## src/rtl/charger_consts.svh

```systemverilog
// Timing and sizing constants of the charge controller
`ifndef CHARGER_CONSTS_SVH
`define CHARGER_CONSTS_SVH
`define CLK_PERIOD_NS    25
`define CLK_KHZ          40000
`define POR_DELAY_MS     30
`define DISCH_WINDOW_MS  1000
`define TEST_WINDOW_MS   500
`define PRECHG_LIMIT_MIN 30
`define SOFT_STEP_US     1600
`define SOFT_STEPS       8
`define DEAD_TIME_NS     30
`define REFRESH_NS       80
`define DEAD_CYC    ((`DEAD_TIME_NS + `CLK_PERIOD_NS - 1) / `CLK_PERIOD_NS)
`define REFRESH_CYC ((`REFRESH_NS + `CLK_PERIOD_NS - 1) / `CLK_PERIOD_NS)
`define SW_PERIOD_CYC    66
`define TMR_W            37
`define PER_W            7
`endif

```

## src/rtl/charger_pkg.sv

```systemverilog
// Types shared by the charge controller
package charger_pkg;
`include "charger_consts.svh"
   typedef enum logic [2:0] {
      ST_POWERUP   = 3'b000,
      ST_DISCHARGE = 3'b001,
      ST_TEST      = 3'b010,
      ST_PRECHARGE = 3'b011,
      ST_FAST      = 3'b100,
      ST_DONE      = 3'b101,
      ST_FAULT     = 3'b110,
      ST_IDLE      = 3'b111
   } phase_type;
   typedef struct packed {
      logic sense_5mv;
      logic sense_avg_1p25mv;
      logic battery_2v;
      logic boot_low;
      logic pwm_request;
      logic input_ovp;
      logic lockout;
      logic battery_ovp;
      logic overcurrent;
      logic die_hot;
      logic die_cool;
      logic therm_cold_ok;
      logic therm_hot_start_ok;
      logic therm_hot_cutoff_ok;
      logic enable_on;
      logic enable_off;
      logic battery_low;
      logic feedback_recharge;
      logic current_term;
   } comparator_type;
   typedef struct packed {
      comparator_type    s1;
      comparator_type    s2;
      phase_type         phase;
      logic [`TMR_W-1:0] timer;
      logic [2:0]        step;
      logic              por_done;
      logic              en_on;
      logic              hot;
      logic              started;
      logic [`PER_W-1:0] per;
      logic              uc_cut;
      logic              refreshed;
      logic [2:0]        refresh_cnt;
      logic [1:0]        dead;
      logic              hs;
      logic              ls;
      logic              stat_a;
      logic              stat_b;
      logic              sink;
      logic              ref_en;
   } state_type;
endpackage

```

## src/rtl/charger_mode_protection_control.sv

```systemverilog
// Switching-mode, protection and battery-detect control of the charger
//
// Summary of operation
// - Low-side switch driven synchronously while sense voltage exceeds 5 mV.
// - Complementary gate drive with 30 ns both-off dead time.
// - Battery below 2 V or average sense below 1.25 mV forces non-sync.
// - Discontinuous conduction: low side gives only a bootstrap refresh pulse.
// - Zero duty request keeps high side off, low side still conducts in sync mode and refreshes.
// - Sense below 5 mV turns low side off for rest of cycle.
// - Input overvoltage disables charging.
// - Undervoltage lockout holds everything but the overvoltage sink off, reference enable included.
// - Battery at or above 102% blocks high-side turn-on each cycle.
// - Battery overvoltage enables sink from positive sense node.
// - Current above 200% turns high side off, resumes automatically.
// - Die above 145 C shuts converter until below 130 C.
// - Charge start needs thermistor between cold and hot-start limits.
// - While charging thermistor must stay between cold and cutoff limits.
// - Temperature suspension turns both switches off.
// - Enable pin above 175 mV permits charging with all other conditions.
// - Enable pin below 75 mV stops charge, clears timers and faults.
// - Status: precharge or fast charge, not suspended, A on; complete B on; otherwise both off.
// - Status lines are open-drain, off means released.
// - Detection discharges 1 s, test-charges at low current on low battery.
// - Battery above recharge within 500 ms means absent, restart detection.
// - Either detection timer expiring declares battery present, starts charge.
// - Precharge not past low threshold in 30 minutes gives fault.
// - Fast charge entry ramps current target in 8 steps of 1.6 ms.
// - No charging before 30 ms after power-up.
// - Feedback above recharge with current below termination means complete.
`timescale 1ns/10ps
`default_nettype none
`include "charger_consts.svh"
module charger_mode_protection_control #(
   parameter longint unsigned POR_CYCLES    = `POR_DELAY_MS * `CLK_KHZ,
   parameter longint unsigned DISCH_CYCLES  = `DISCH_WINDOW_MS * `CLK_KHZ,
   parameter longint unsigned TEST_CYCLES   = `TEST_WINDOW_MS * `CLK_KHZ,
   parameter longint unsigned PRECHG_CYCLES =
      64'(`PRECHG_LIMIT_MIN) * 64'h0000_ea60 * 64'(`CLK_KHZ),
   parameter longint unsigned STEP_CYCLES   = `SOFT_STEP_US * `CLK_KHZ / 1000,
   parameter int              PERIOD_CYCLES = `SW_PERIOD_CYC
) (
   input  wire logic               clk,
   input  wire logic               rst,
   input  wire logic               ce,
   input  wire logic               sense_above_5mv,
   input  wire logic               sense_avg_above_1p25mv,
   input  wire logic               battery_above_2v,
   input  wire logic               boot_below_4v2,
   input  wire logic               pwm_request,
   input  wire logic               input_overvoltage,
   input  wire logic               undervoltage_lockout,
   input  wire logic               battery_over_102pct,
   input  wire logic               current_over_200pct,
   input  wire logic               die_overtemp,
   input  wire logic               die_below_130c,
   input  wire logic               thermistor_below_cold_limit,
   input  wire logic               thermistor_above_hot_start_limit,
   input  wire logic               thermistor_above_hot_cutoff_limit,
   input  wire logic               enable_setpoint_above_175mv,
   input  wire logic               enable_setpoint_below_75mv,
   input  wire logic               battery_below_low_battery_threshold,
   input  wire logic               feedback_above_recharge_threshold,
   input  wire logic               current_below_termination,
   output logic                    high_side_gate,
   output logic                    low_side_gate,
   output logic                    sense_pos_node_sink,
   output logic                    sense_neg_node_discharge,
   output logic                    test_charge,
   output logic                    reference_enable,
   output logic [2:0]              soft_start_step,
   output charger_pkg::phase_type  charge_phase,
   output logic                    status_line_a_out,
   output logic                    status_line_a_oe,
   output logic                    status_line_b_out,
   output logic                    status_line_b_oe
);
   import charger_pkg::*;

   state_type      r;
   state_type      next_r;
   comparator_type raw;
   comparator_type c;
   logic           cyc_start;
   logic           ok;
   logic           run;
   logic           hs_want;
   logic           ls_want;
   logic           sync_mode;

   // ======================================================
   // Helpers
   function automatic logic expired(input logic [`TMR_W-1:0] t,
                                    input longint unsigned lim);
      return t >= `TMR_W'(lim - 64'd1);
   endfunction

   function automatic logic charging(input phase_type p);
      return p == ST_TEST || p == ST_PRECHARGE || p == ST_FAST;
   endfunction

   // ======================================================
   // Comparator inputs, all asynchronous to clk
   assign raw = '{sense_5mv: sense_above_5mv,
                  sense_avg_1p25mv: sense_avg_above_1p25mv,
                  battery_2v: battery_above_2v,
                  boot_low: boot_below_4v2,
                  pwm_request: pwm_request,
                  input_ovp: input_overvoltage,
                  lockout: undervoltage_lockout,
                  battery_ovp: battery_over_102pct,
                  overcurrent: current_over_200pct,
                  die_hot: die_overtemp,
                  die_cool: die_below_130c,
                  therm_cold_ok: thermistor_below_cold_limit,
                  therm_hot_start_ok: thermistor_above_hot_start_limit,
                  therm_hot_cutoff_ok: thermistor_above_hot_cutoff_limit,
                  enable_on: enable_setpoint_above_175mv,
                  enable_off: enable_setpoint_below_75mv,
                  battery_low: battery_below_low_battery_threshold,
                  feedback_recharge: feedback_above_recharge_threshold,
                  current_term: current_below_termination};
   assign c = r.s2; // Only the second stage is ever read

   // ======================================================
   // Charge permission and converter gating terms
   always_comb begin
      cyc_start = (r.per == '0);
      ok = r.en_on && !c.input_ovp && !r.hot && r.por_done
           && c.therm_cold_ok
           && (r.started ? c.therm_hot_cutoff_ok : c.therm_hot_start_ok);
      run = ok && charging(r.phase);
      sync_mode = c.sense_5mv && c.sense_avg_1p25mv && c.battery_2v;
      hs_want = run && c.pwm_request && !c.battery_ovp && !c.overcurrent;
      ls_want = run && !hs_want
                && ((sync_mode && !r.uc_cut) || r.refresh_cnt != 3'h0);
   end

   // ======================================================
   // Next-state logic
   always_comb begin
      next_r = r;
      next_r.s1 = raw;
      next_r.s2 = r.s1;
      next_r.ref_en = !c.lockout;
      next_r.sink = c.battery_ovp;
      // Die temperature hysteresis
      if (c.die_hot) begin
         next_r.hot = 1'b1;
      end else if (c.die_cool) begin
         next_r.hot = 1'b0;
      end
      if (c.enable_on) begin
         next_r.en_on = 1'b1;
      end else if (c.enable_off) begin
         next_r.en_on = 1'b0;
      end
      next_r.started = run || (r.started && charging(r.phase));
      // Switching period and per-cycle flags
      next_r.per = (r.per == `PER_W'(PERIOD_CYCLES - 1)) ? '0 : r.per + `PER_W'(1);
      next_r.uc_cut = !c.sense_5mv || (r.uc_cut && !cyc_start);  // set wins
      if (cyc_start) begin
         next_r.refreshed = 1'b0;
      end
      if (r.refresh_cnt != 3'h0) begin
         next_r.refresh_cnt = r.refresh_cnt - 3'h1;
      end else if (run && c.boot_low && !hs_want && !r.refreshed) begin
         next_r.refresh_cnt = 3'(`REFRESH_CYC);
         next_r.refreshed = 1'b1;
      end
      // Break-before-make: any change passes through both-off
      if ({r.hs, r.ls} != 2'b00 && {hs_want, ls_want} != {r.hs, r.ls}) begin
         next_r.hs = 1'b0;
         next_r.ls = 1'b0;
         next_r.dead = 2'(`DEAD_CYC);
      end else if ({r.hs, r.ls} == 2'b00 && r.dead != 2'h0) begin
         next_r.dead = r.dead - 2'h1;
      end else begin
         next_r.hs = hs_want;
         next_r.ls = ls_want;
      end
      // Timer advances while not suspended, and always in power-up and discharge, so suspension does not eat it
      if (ok || !r.por_done || r.phase == ST_DISCHARGE) begin
         next_r.timer = r.timer + `TMR_W'(1);
      end
      // Phase sequencing
      case (r.phase)
         ST_POWERUP: begin
            if (expired(r.timer, POR_CYCLES)) begin
               next_r.por_done = 1'b1;
               next_r.phase = ST_IDLE;
               next_r.timer = '0;
            end
         end
         ST_IDLE: begin
            if (r.en_on) begin
               next_r.phase = ST_DISCHARGE;
               next_r.timer = '0;
            end
         end
         ST_DISCHARGE: begin
            if (c.battery_low) begin
               next_r.phase = ST_TEST;
               next_r.timer = '0;
            end else if (expired(r.timer, DISCH_CYCLES)) begin
               next_r.phase = ST_FAST;
               next_r.timer = '0;
               next_r.step = 3'h0;
            end
         end
         ST_TEST: begin
            if (c.feedback_recharge) begin
               next_r.phase = ST_DISCHARGE;
               next_r.timer = '0;
            end else if (expired(r.timer, TEST_CYCLES)) begin
               next_r.phase = c.battery_low ? ST_PRECHARGE : ST_FAST;
               next_r.timer = '0;
               next_r.step = 3'h0;
            end
         end
         ST_PRECHARGE: begin
            if (!c.battery_low) begin
               next_r.phase = ST_FAST;
               next_r.timer = '0;
               next_r.step = 3'h0;
            end else if (expired(r.timer, PRECHG_CYCLES)) begin
               next_r.phase = ST_FAULT;
            end
         end
         ST_FAST: begin
            if (c.feedback_recharge && c.current_term) begin
               next_r.phase = ST_DONE;
            end else if (r.step != 3'(`SOFT_STEPS - 1)
                         && expired(r.timer, STEP_CYCLES)) begin
               next_r.step = r.step + 3'h1;
               next_r.timer = '0;
            end
         end
         ST_DONE: begin
            if (!c.feedback_recharge) begin
               next_r.phase = ST_FAST;                           // New cycle on recharge
               next_r.timer = '0;
               next_r.step = 3'h0;
            end
         end
         ST_FAULT: begin
            next_r.timer = r.timer;                              // Held until enable drops
         end
         default: begin
            next_r.phase = ST_IDLE;
         end
      endcase
      // Enable withdrawn: drop charge, clear timers and latched faults
      if (r.por_done && !r.en_on) begin
         next_r.phase = ST_IDLE;
         next_r.timer = '0;
         next_r.step = 3'h0;
      end
      // Open-drain status, transistor on means pulled low
      next_r.stat_a = ok && (r.phase == ST_PRECHARGE || r.phase == ST_FAST);
      next_r.stat_b = r.phase == ST_DONE;
      // Lockout overrides all but the sink: restart from power-up
      if (c.lockout) begin
         next_r.phase = ST_POWERUP;
         next_r.por_done = 1'b0;
         next_r.timer = '0;
         next_r.step = 3'h0;
         next_r.hs = 1'b0;
         next_r.ls = 1'b0;
         next_r.stat_a = 1'b0;
         next_r.stat_b = 1'b0;
      end
   end

   // ======================================================
   // State register
   always_ff @(posedge clk) begin
      if (rst) begin
         r <= '{phase: ST_POWERUP, default: '0};
      end else if (ce) begin
         r <= next_r;
      end
   end

   // ======================================================
   // Outputs
   assign high_side_gate = r.hs;
   assign low_side_gate = r.ls;
   assign sense_pos_node_sink = r.sink;
   assign sense_neg_node_discharge = r.phase == ST_DISCHARGE;
   assign test_charge = r.phase == ST_TEST;
   assign reference_enable = r.ref_en;
   assign soft_start_step = r.step;
   assign charge_phase = r.phase;
   assign status_line_a_out = 1'b0;
   assign status_line_b_out = 1'b0;
   assign status_line_a_oe = r.stat_a;
   assign status_line_b_oe = r.stat_b;

   // ======================================================
   // Checks
   AST_NO_SHOOT: assert property (@(posedge clk) disable iff (rst)
      !(r.hs && r.ls)) else $error("both switches on");
   AST_DEAD: assert property (@(posedge clk) disable iff (rst || !ce)
      $fell(r.ls) |-> !r.hs ##1 !r.hs) else $error("dead time short");
   AST_OVP_BLOCK: assert property (@(posedge clk) disable iff (rst || !ce)
      c.battery_ovp |=> !r.hs) else $error("high side on in overvoltage");
   AST_OC_OFF: assert property (@(posedge clk) disable iff (rst || !ce)
      c.overcurrent |=> !r.hs) else $error("high side on in overcurrent");
   AST_SINK: assert property (@(posedge clk) disable iff (rst || !ce)
      c.battery_ovp |=> r.sink) else $error("sink not enabled");
   AST_LOCKOUT: assert property (@(posedge clk) disable iff (rst || !ce)
      c.lockout |=> !r.ref_en && !r.hs && !r.ls && r.phase == ST_POWERUP)
      else $error("lockout not honoured");
   AST_HOT: assert property (@(posedge clk) disable iff (rst || !ce)
      r.hot |=> !r.hs && !r.ls) else $error("switching while hot");
   AST_STATUS: assert property (@(posedge clk) disable iff (rst)
      !(r.stat_a && r.stat_b)) else $error("both status lines on");
   AST_EN_OFF: assert property (@(posedge clk) disable iff (rst || !ce)
      r.por_done && !r.en_on && !c.lockout |=> r.phase == ST_IDLE && r.timer == '0)
      else $error("disable did not clear");
   AST_UNDERCUR: assert property (@(posedge clk) disable iff (rst || !ce)
      r.uc_cut && !cyc_start && r.refresh_cnt == 3'h0 |=> !r.ls)
      else $error("low side on after undercurrent");
endmodule // charger_mode_protection_control
`default_nettype wire

```

## config.mk

```make
export PLATFORM = sky130hd
export DESIGN_NAME = charger_mode_protection_control
export DESIGN_NICKNAME = d
export VERILOG_FILES = /design/src/rtl/charger_pkg.sv /design/src/rtl/charger_mode_protection_control.sv
export VERILOG_INCLUDE_DIRS = /design/src /design/src/rtl
export SDC_FILE = /design/constraint.sdc
export NUM_CORES = 1
export LEC_CHECK = 0
export ABC_AREA = 1
export BUFFER_PORTS_ARGS = -buffer_cell sky130_fd_sc_hd__buf_4
export CORE_ASPECT_RATIO = 0.9
export CORE_MARGIN = 4
export CORE_UTILIZATION = 30
export DETAILED_ROUTE_END_ITERATION = 6
export HOLD_SLACK_MARGIN = 0.05
export MAX_ROUTING_LAYER = met4
export PLACE_DENSITY = 0.5
export SETUP_SLACK_MARGIN = 0.15
export SYNTH_ARGS = -nofsm -noshare
export SYNTH_HDL_FRONTEND = slang
export SYNTH_SLANG_ARGS = --single-unit
```

## constraint.sdc

```tcl
create_clock -name clk -period 5.3 [get_ports clk]
set_clock_uncertainty 0.2 [all_clocks]
set_input_delay 1.06 -clock clk [delete_from_list [all_inputs] [get_ports clk]]
set_output_delay 1.06 -clock clk [all_outputs]
set_load 0.005 [all_outputs]
```

# --- Word level (Yosys, flattened, before mapping) ---
# Cells that the tools add are included.
totals:
  reg_bits: 105
  inputBits: 22
  word_cells: 198
  out_inout_bits: 16
op_classes:
  eq_ne: 26
  mux: 38
  reduce_logical: 68
  n_lt_le_gt_ge: 5
  add_sub_neg: 5
op_table:
  columns: ["operator", "n"]
  rows:
  - ["40-bit 2-to-1 mux", 7]
  - ["37-bit case mux with 7 select lines", 1]
  - ["43-bit 2-to-1 mux", 4]
  - ["44-bit 2-to-1 mux", 1]
  - ["37-bit by 1-bit adder with 37-bit output (second input constant)", 1]
  - ["37-bit by 16-bit greater-or-equal comparator with 1-bit output (second input constant)", 1]
  - ["37-bit by 21-bit greater-or-equal comparator with 1-bit output (second input constant)", 1]
  - ["37-bit by 25-bit greater-or-equal comparator with 1-bit output (second input constant)", 1]
  - ["37-bit by 26-bit greater-or-equal comparator with 1-bit output (second input constant)", 1]
  - ["37-bit greater-or-equal comparator (second input constant)", 1]
  - ["37-bit 2-to-1 mux", 1]
  - ["4-bit inequality test (second input constant)", 7]
  - ["1-bit logical AND", 25]
  - ["3-bit 2-to-1 mux", 7]
  - ["3-bit case mux with 7 select lines", 1]
  - ["2-bit nonzero test", 8]
  - ["3-bit case mux with 5 select lines", 1]
  - ["3-bit == test (second input constant)", 4]
  - ["1-bit zero test", 12]
  - ["4-bit 2-to-1 mux", 3]
  - ["2-bit AND reduction", 6]
  - ["5-bit by 1-bit inequality test with 1-bit output (second input constant)", 2]
  - ["10-bit AND reduction", 1]
  - ["1-bit 2-to-1 mux", 9]
  - ["23 further kinds", 36]

# --- Logic depth before layout (Yosys ltp) ---
depth:
  depth_word: 17
  ltp_mapped: 18

# --- Worst setup path before layout ---
# No wires, ideal clock.
synth_path:
  kind: "input to register"
  start: "input ce"
  end: "register r, in the netlist soft_start_step[0]"
  slack_ns: 2.869
  cell_stages: 8
  t_arrival_ns: 2.116
  required_ns: 4.985
  setup_ns: 0.115
  path_cell_list: "buf_1 inv_2 nor2_1 nand3_1 nor3_2 nand3_1 nand2_1 nor2_1"
synth_via:
  elab_chain_len: 1
synth_rtl:
  columns: ["item", "line", "text"]
  rows:
  - ["from (decl)", "charger_mode_protection_control.sv:44", "input wire logic ce,"]
  - ["10-bit AND reduction (no source line)", null, null]
  - ["to (signal assigned)", "charger_mode_protection_control.sv:280", "r <= next_r;"]
  - ["to (decl)", "charger_mode_protection_control.sv:79", "state_type r;"]
# No other way between the ends.
# A chain may end at the register's enable or synchronous reset.

# --- Worst setup path in the final report ---
# Same ends and word-level chain as after synthesis.

==> run metrics <==
status=complete, no violations; crit path time final=2864 ps; Vias/cell=4.696; Worst Max-Slew Pin Slew=1039 ps; RSZ-0062 raised after global routing=false; Avg Cell Area, Syn=6.900 µm²; Setup CP Type=in2reg; R2R setup slack=2490 ps; WL final=17200 µm; Setup-failing EPs final=0; fill cell count=2371; sequential cell area=2102 µm²; clk root buf=clkbuf_16; nature of the critical path endpoint=register; slew margin rel.=30.74%; setup TNS=0 ps; gr usage total=14.84%; slowest CP cell=inv_2; share of layout cells above drive strength 1=16.72%; Critical Path AT=2920 ps; Worst EP required=5360 ps; element type at the critical path start=input port; # Post-CTS Setup Buffers=0; crit path buf inv count=2; YS warnings=0; power density over the cells=268.7 nW/µm²; antenna cell count=0; crit share post-route=54.04%; clock buffer depth=2; post-CTS sizing=0; CP cell instances=buf_4 > inv_2 > nor2_1 > nand3_1 > nor3_2 > nand3_1 > nand2_1 > nor2_1; Top Family by Delay on Critical Path=simple AND/OR/NAND/NOR gates; count of endpoints failing hold in the final timing report=0; total grt overflow=0; max-slew violations=0; Wirelength per Cell=13.84 µm; chip width=163.2 µm; count of hold-fix buffers inserted at cts=0; worst-path maximum fanout=64; CP max stage delay=510 ps; Port-buffer cells=35; antenna viol nets, final=0; global-route wire length before repair=28090 µm; TritonCTS clock tree=yes; post-layout net count=982; Initial Utilization=30.83%; worst-skew pair later-pin latency=370 ps; initial antenna violation count=0; post-layout util=34.06%; #FFs+latches synth=105; DIE AREA=24090 µm²; Mapped Area=6500 µm²; row count=50; Cell variety after synth=51; CTS buffer count=9; DR vias=5837; drt pass-1 iters=4; area of the multi-input gates=3782 µm²; sequential area share after synthesis=32.34%; DP HPWL=12770 µm; worst vdd rail ir drop=0.1337 mV; Remaining DRCs=0; H-Tree Depth=3; DR iter-0 viols=345; vias in the first global route=5454; largest net degree at the start of global routing=65; gpl congestion=0.8908; clock sinks=105; IO Count=38; Placeable Area=21080 µm²; Clock transition at path regs=80 ps; Area Growth Syn to Fin=10.47%; P_leak=2.825 nW; Hold Path Class=reg2reg; fmax=0.3491 GHz; Post-Syn Instances=942; # Max-Cap Violations=0; Die Height=147.6 µm
## metal layers
metal  track usage [%]  routed length (µm)  up-vias
li1                  -                   -     3036
met1             21.23                8870     2637
met2             21.14                7217      138
met3             2.704                 740       26
met4             4.654                 372        0
met5                 -                   0        -
## path summary, 6_finish.rpt
kind         start                  to  depth (start not counted)
max reg2reg  r[47]               r[57]                         13
max             ce  soft_start_step[0]                          8
min reg2reg   c[5]                c[5]                          2
min           c[5]                c[5]                          2
## registers in the layout (all words and copies together) (netlist names), 3 cells and up
signal and flops:
r 55, charge_phase 3, c 19, next_r 19
soft_start_step 3
## cell usage in the layout (no fill, tap or decap), drive strengths merged, types with 3 or more instances in the layout
| cell type | instances |
|---|---|
| a21oi | 41 |
| and2 | 3 |
| buf | 36 |
| clkbuf | 9 |
| clkinv | 6 |
| dfxtp | 105 |
| ha | 8 |
| inv | 95 |
| nand2 | 185 |
| nand3 | 57 |
| nand3b | 3 |
| nand4 | 24 |
| nor2 | 232 |
| nor3 | 34 |
| nor4 | 3 |
| o21ai | 70 |
| xnor2 | 4 |
| xor2 | 30 |
## cell families (layout without fill, tap and decap cells)
family / Yosys count / in the layout / share of synthesized area [%]
xor gates and xnor gates: 34 / 34 / 4.581
adders and majority gates: 8 / 8 / 1.540
other: 1 / 2 / 0.05769
and+or+nand+nor: 544 / 544 / 42.08
buffers and inverters: 132 / 146 / 9.528
DFF: 105 / 105 / 32.34
AOI/OAI and AO/OA: 118 / 118 / 9.875
## worst register-to-register path, stage by stage, from the launching register on
cell and delay, ps:
dfxtp_1 720, nand2_1 220, inv_2 100, nand2_1 50, nor2_1 110, nand2_1 60
nor2_1 120, a21oi_1 110, nand3_1 120, nand4_2 170, nand2_2 110, nand2_4 60
nand2_8 420, nor2_1 120
## metrics by stage
stage	total power [W]	cell area, µm²	cells	hold WS (ps)	setup WS, ps
4_1_cts	0.001960	7181	1243	265.3	2414
3_5_place_dp	0.001246	6869	1227	251.0	2015
6_report	0.001929	7181	1243	263.8	2436
2_1_floorplan	0.001175	6504	943	228.8	2869
5_1_grt	0.002041	7181	1243	283.6	2216
3_3_place_gp	0.001246	6869	1227	249.3	2051
## layout make-up
class / instances / share of cell area [%]
flip-flops and latches: 105 / 29.27
repair buffers: 36 / 3.764
clock buffers: 9 / 3.136
inverters: 94 / 4.966
well taps: 286 / 4.983
multi-input cells: 706 / 52.67
clock inverters: 7 / 1.202
## cell usage after synthesis, drive strengths merged
cell type,count,area (µm²)
a32oi,1,8.760
nor2,232,1181
nand2,185,763.2
o31ai,1,7.510
xnor2,4,35.03
inv,91,344.1
clkbuf,16,60.06
a41oi,1,8.760
and2,3,23.78
or2,1,6.260
a31oi,1,6.260
a211oi,1,7.510
ha,8,100.1
conb,1,3.750
buf,22,202.7
nor4,3,18.77
clkinv,3,12.51
o22ai,1,6.260
o211ai,1,7.510
and3,1,6.260
dfxtp,105,2102
nor3,34,224.0
o21ai,70,372.9
nand4,24,162.7
nor3b,1,12.51
a21oi,41,216.5
xor2,30,262.8
nand3,57,310.3
nand3b,3,26.27
## power by group
| group | leakage (nW) | total, W | internal, W | switching, W |
|---|---|---|---|---|
| Combinational | 1.82 | 0.000359 | 0.000123 | 0.000236 |
| Sequential | 0.858 | 0.000864 | 0.000830 | 0.0000341 |
| Clock | 0.151 | 0.000706 | 0.000342 | 0.000364 |
(Power assumes the default switching activity.)
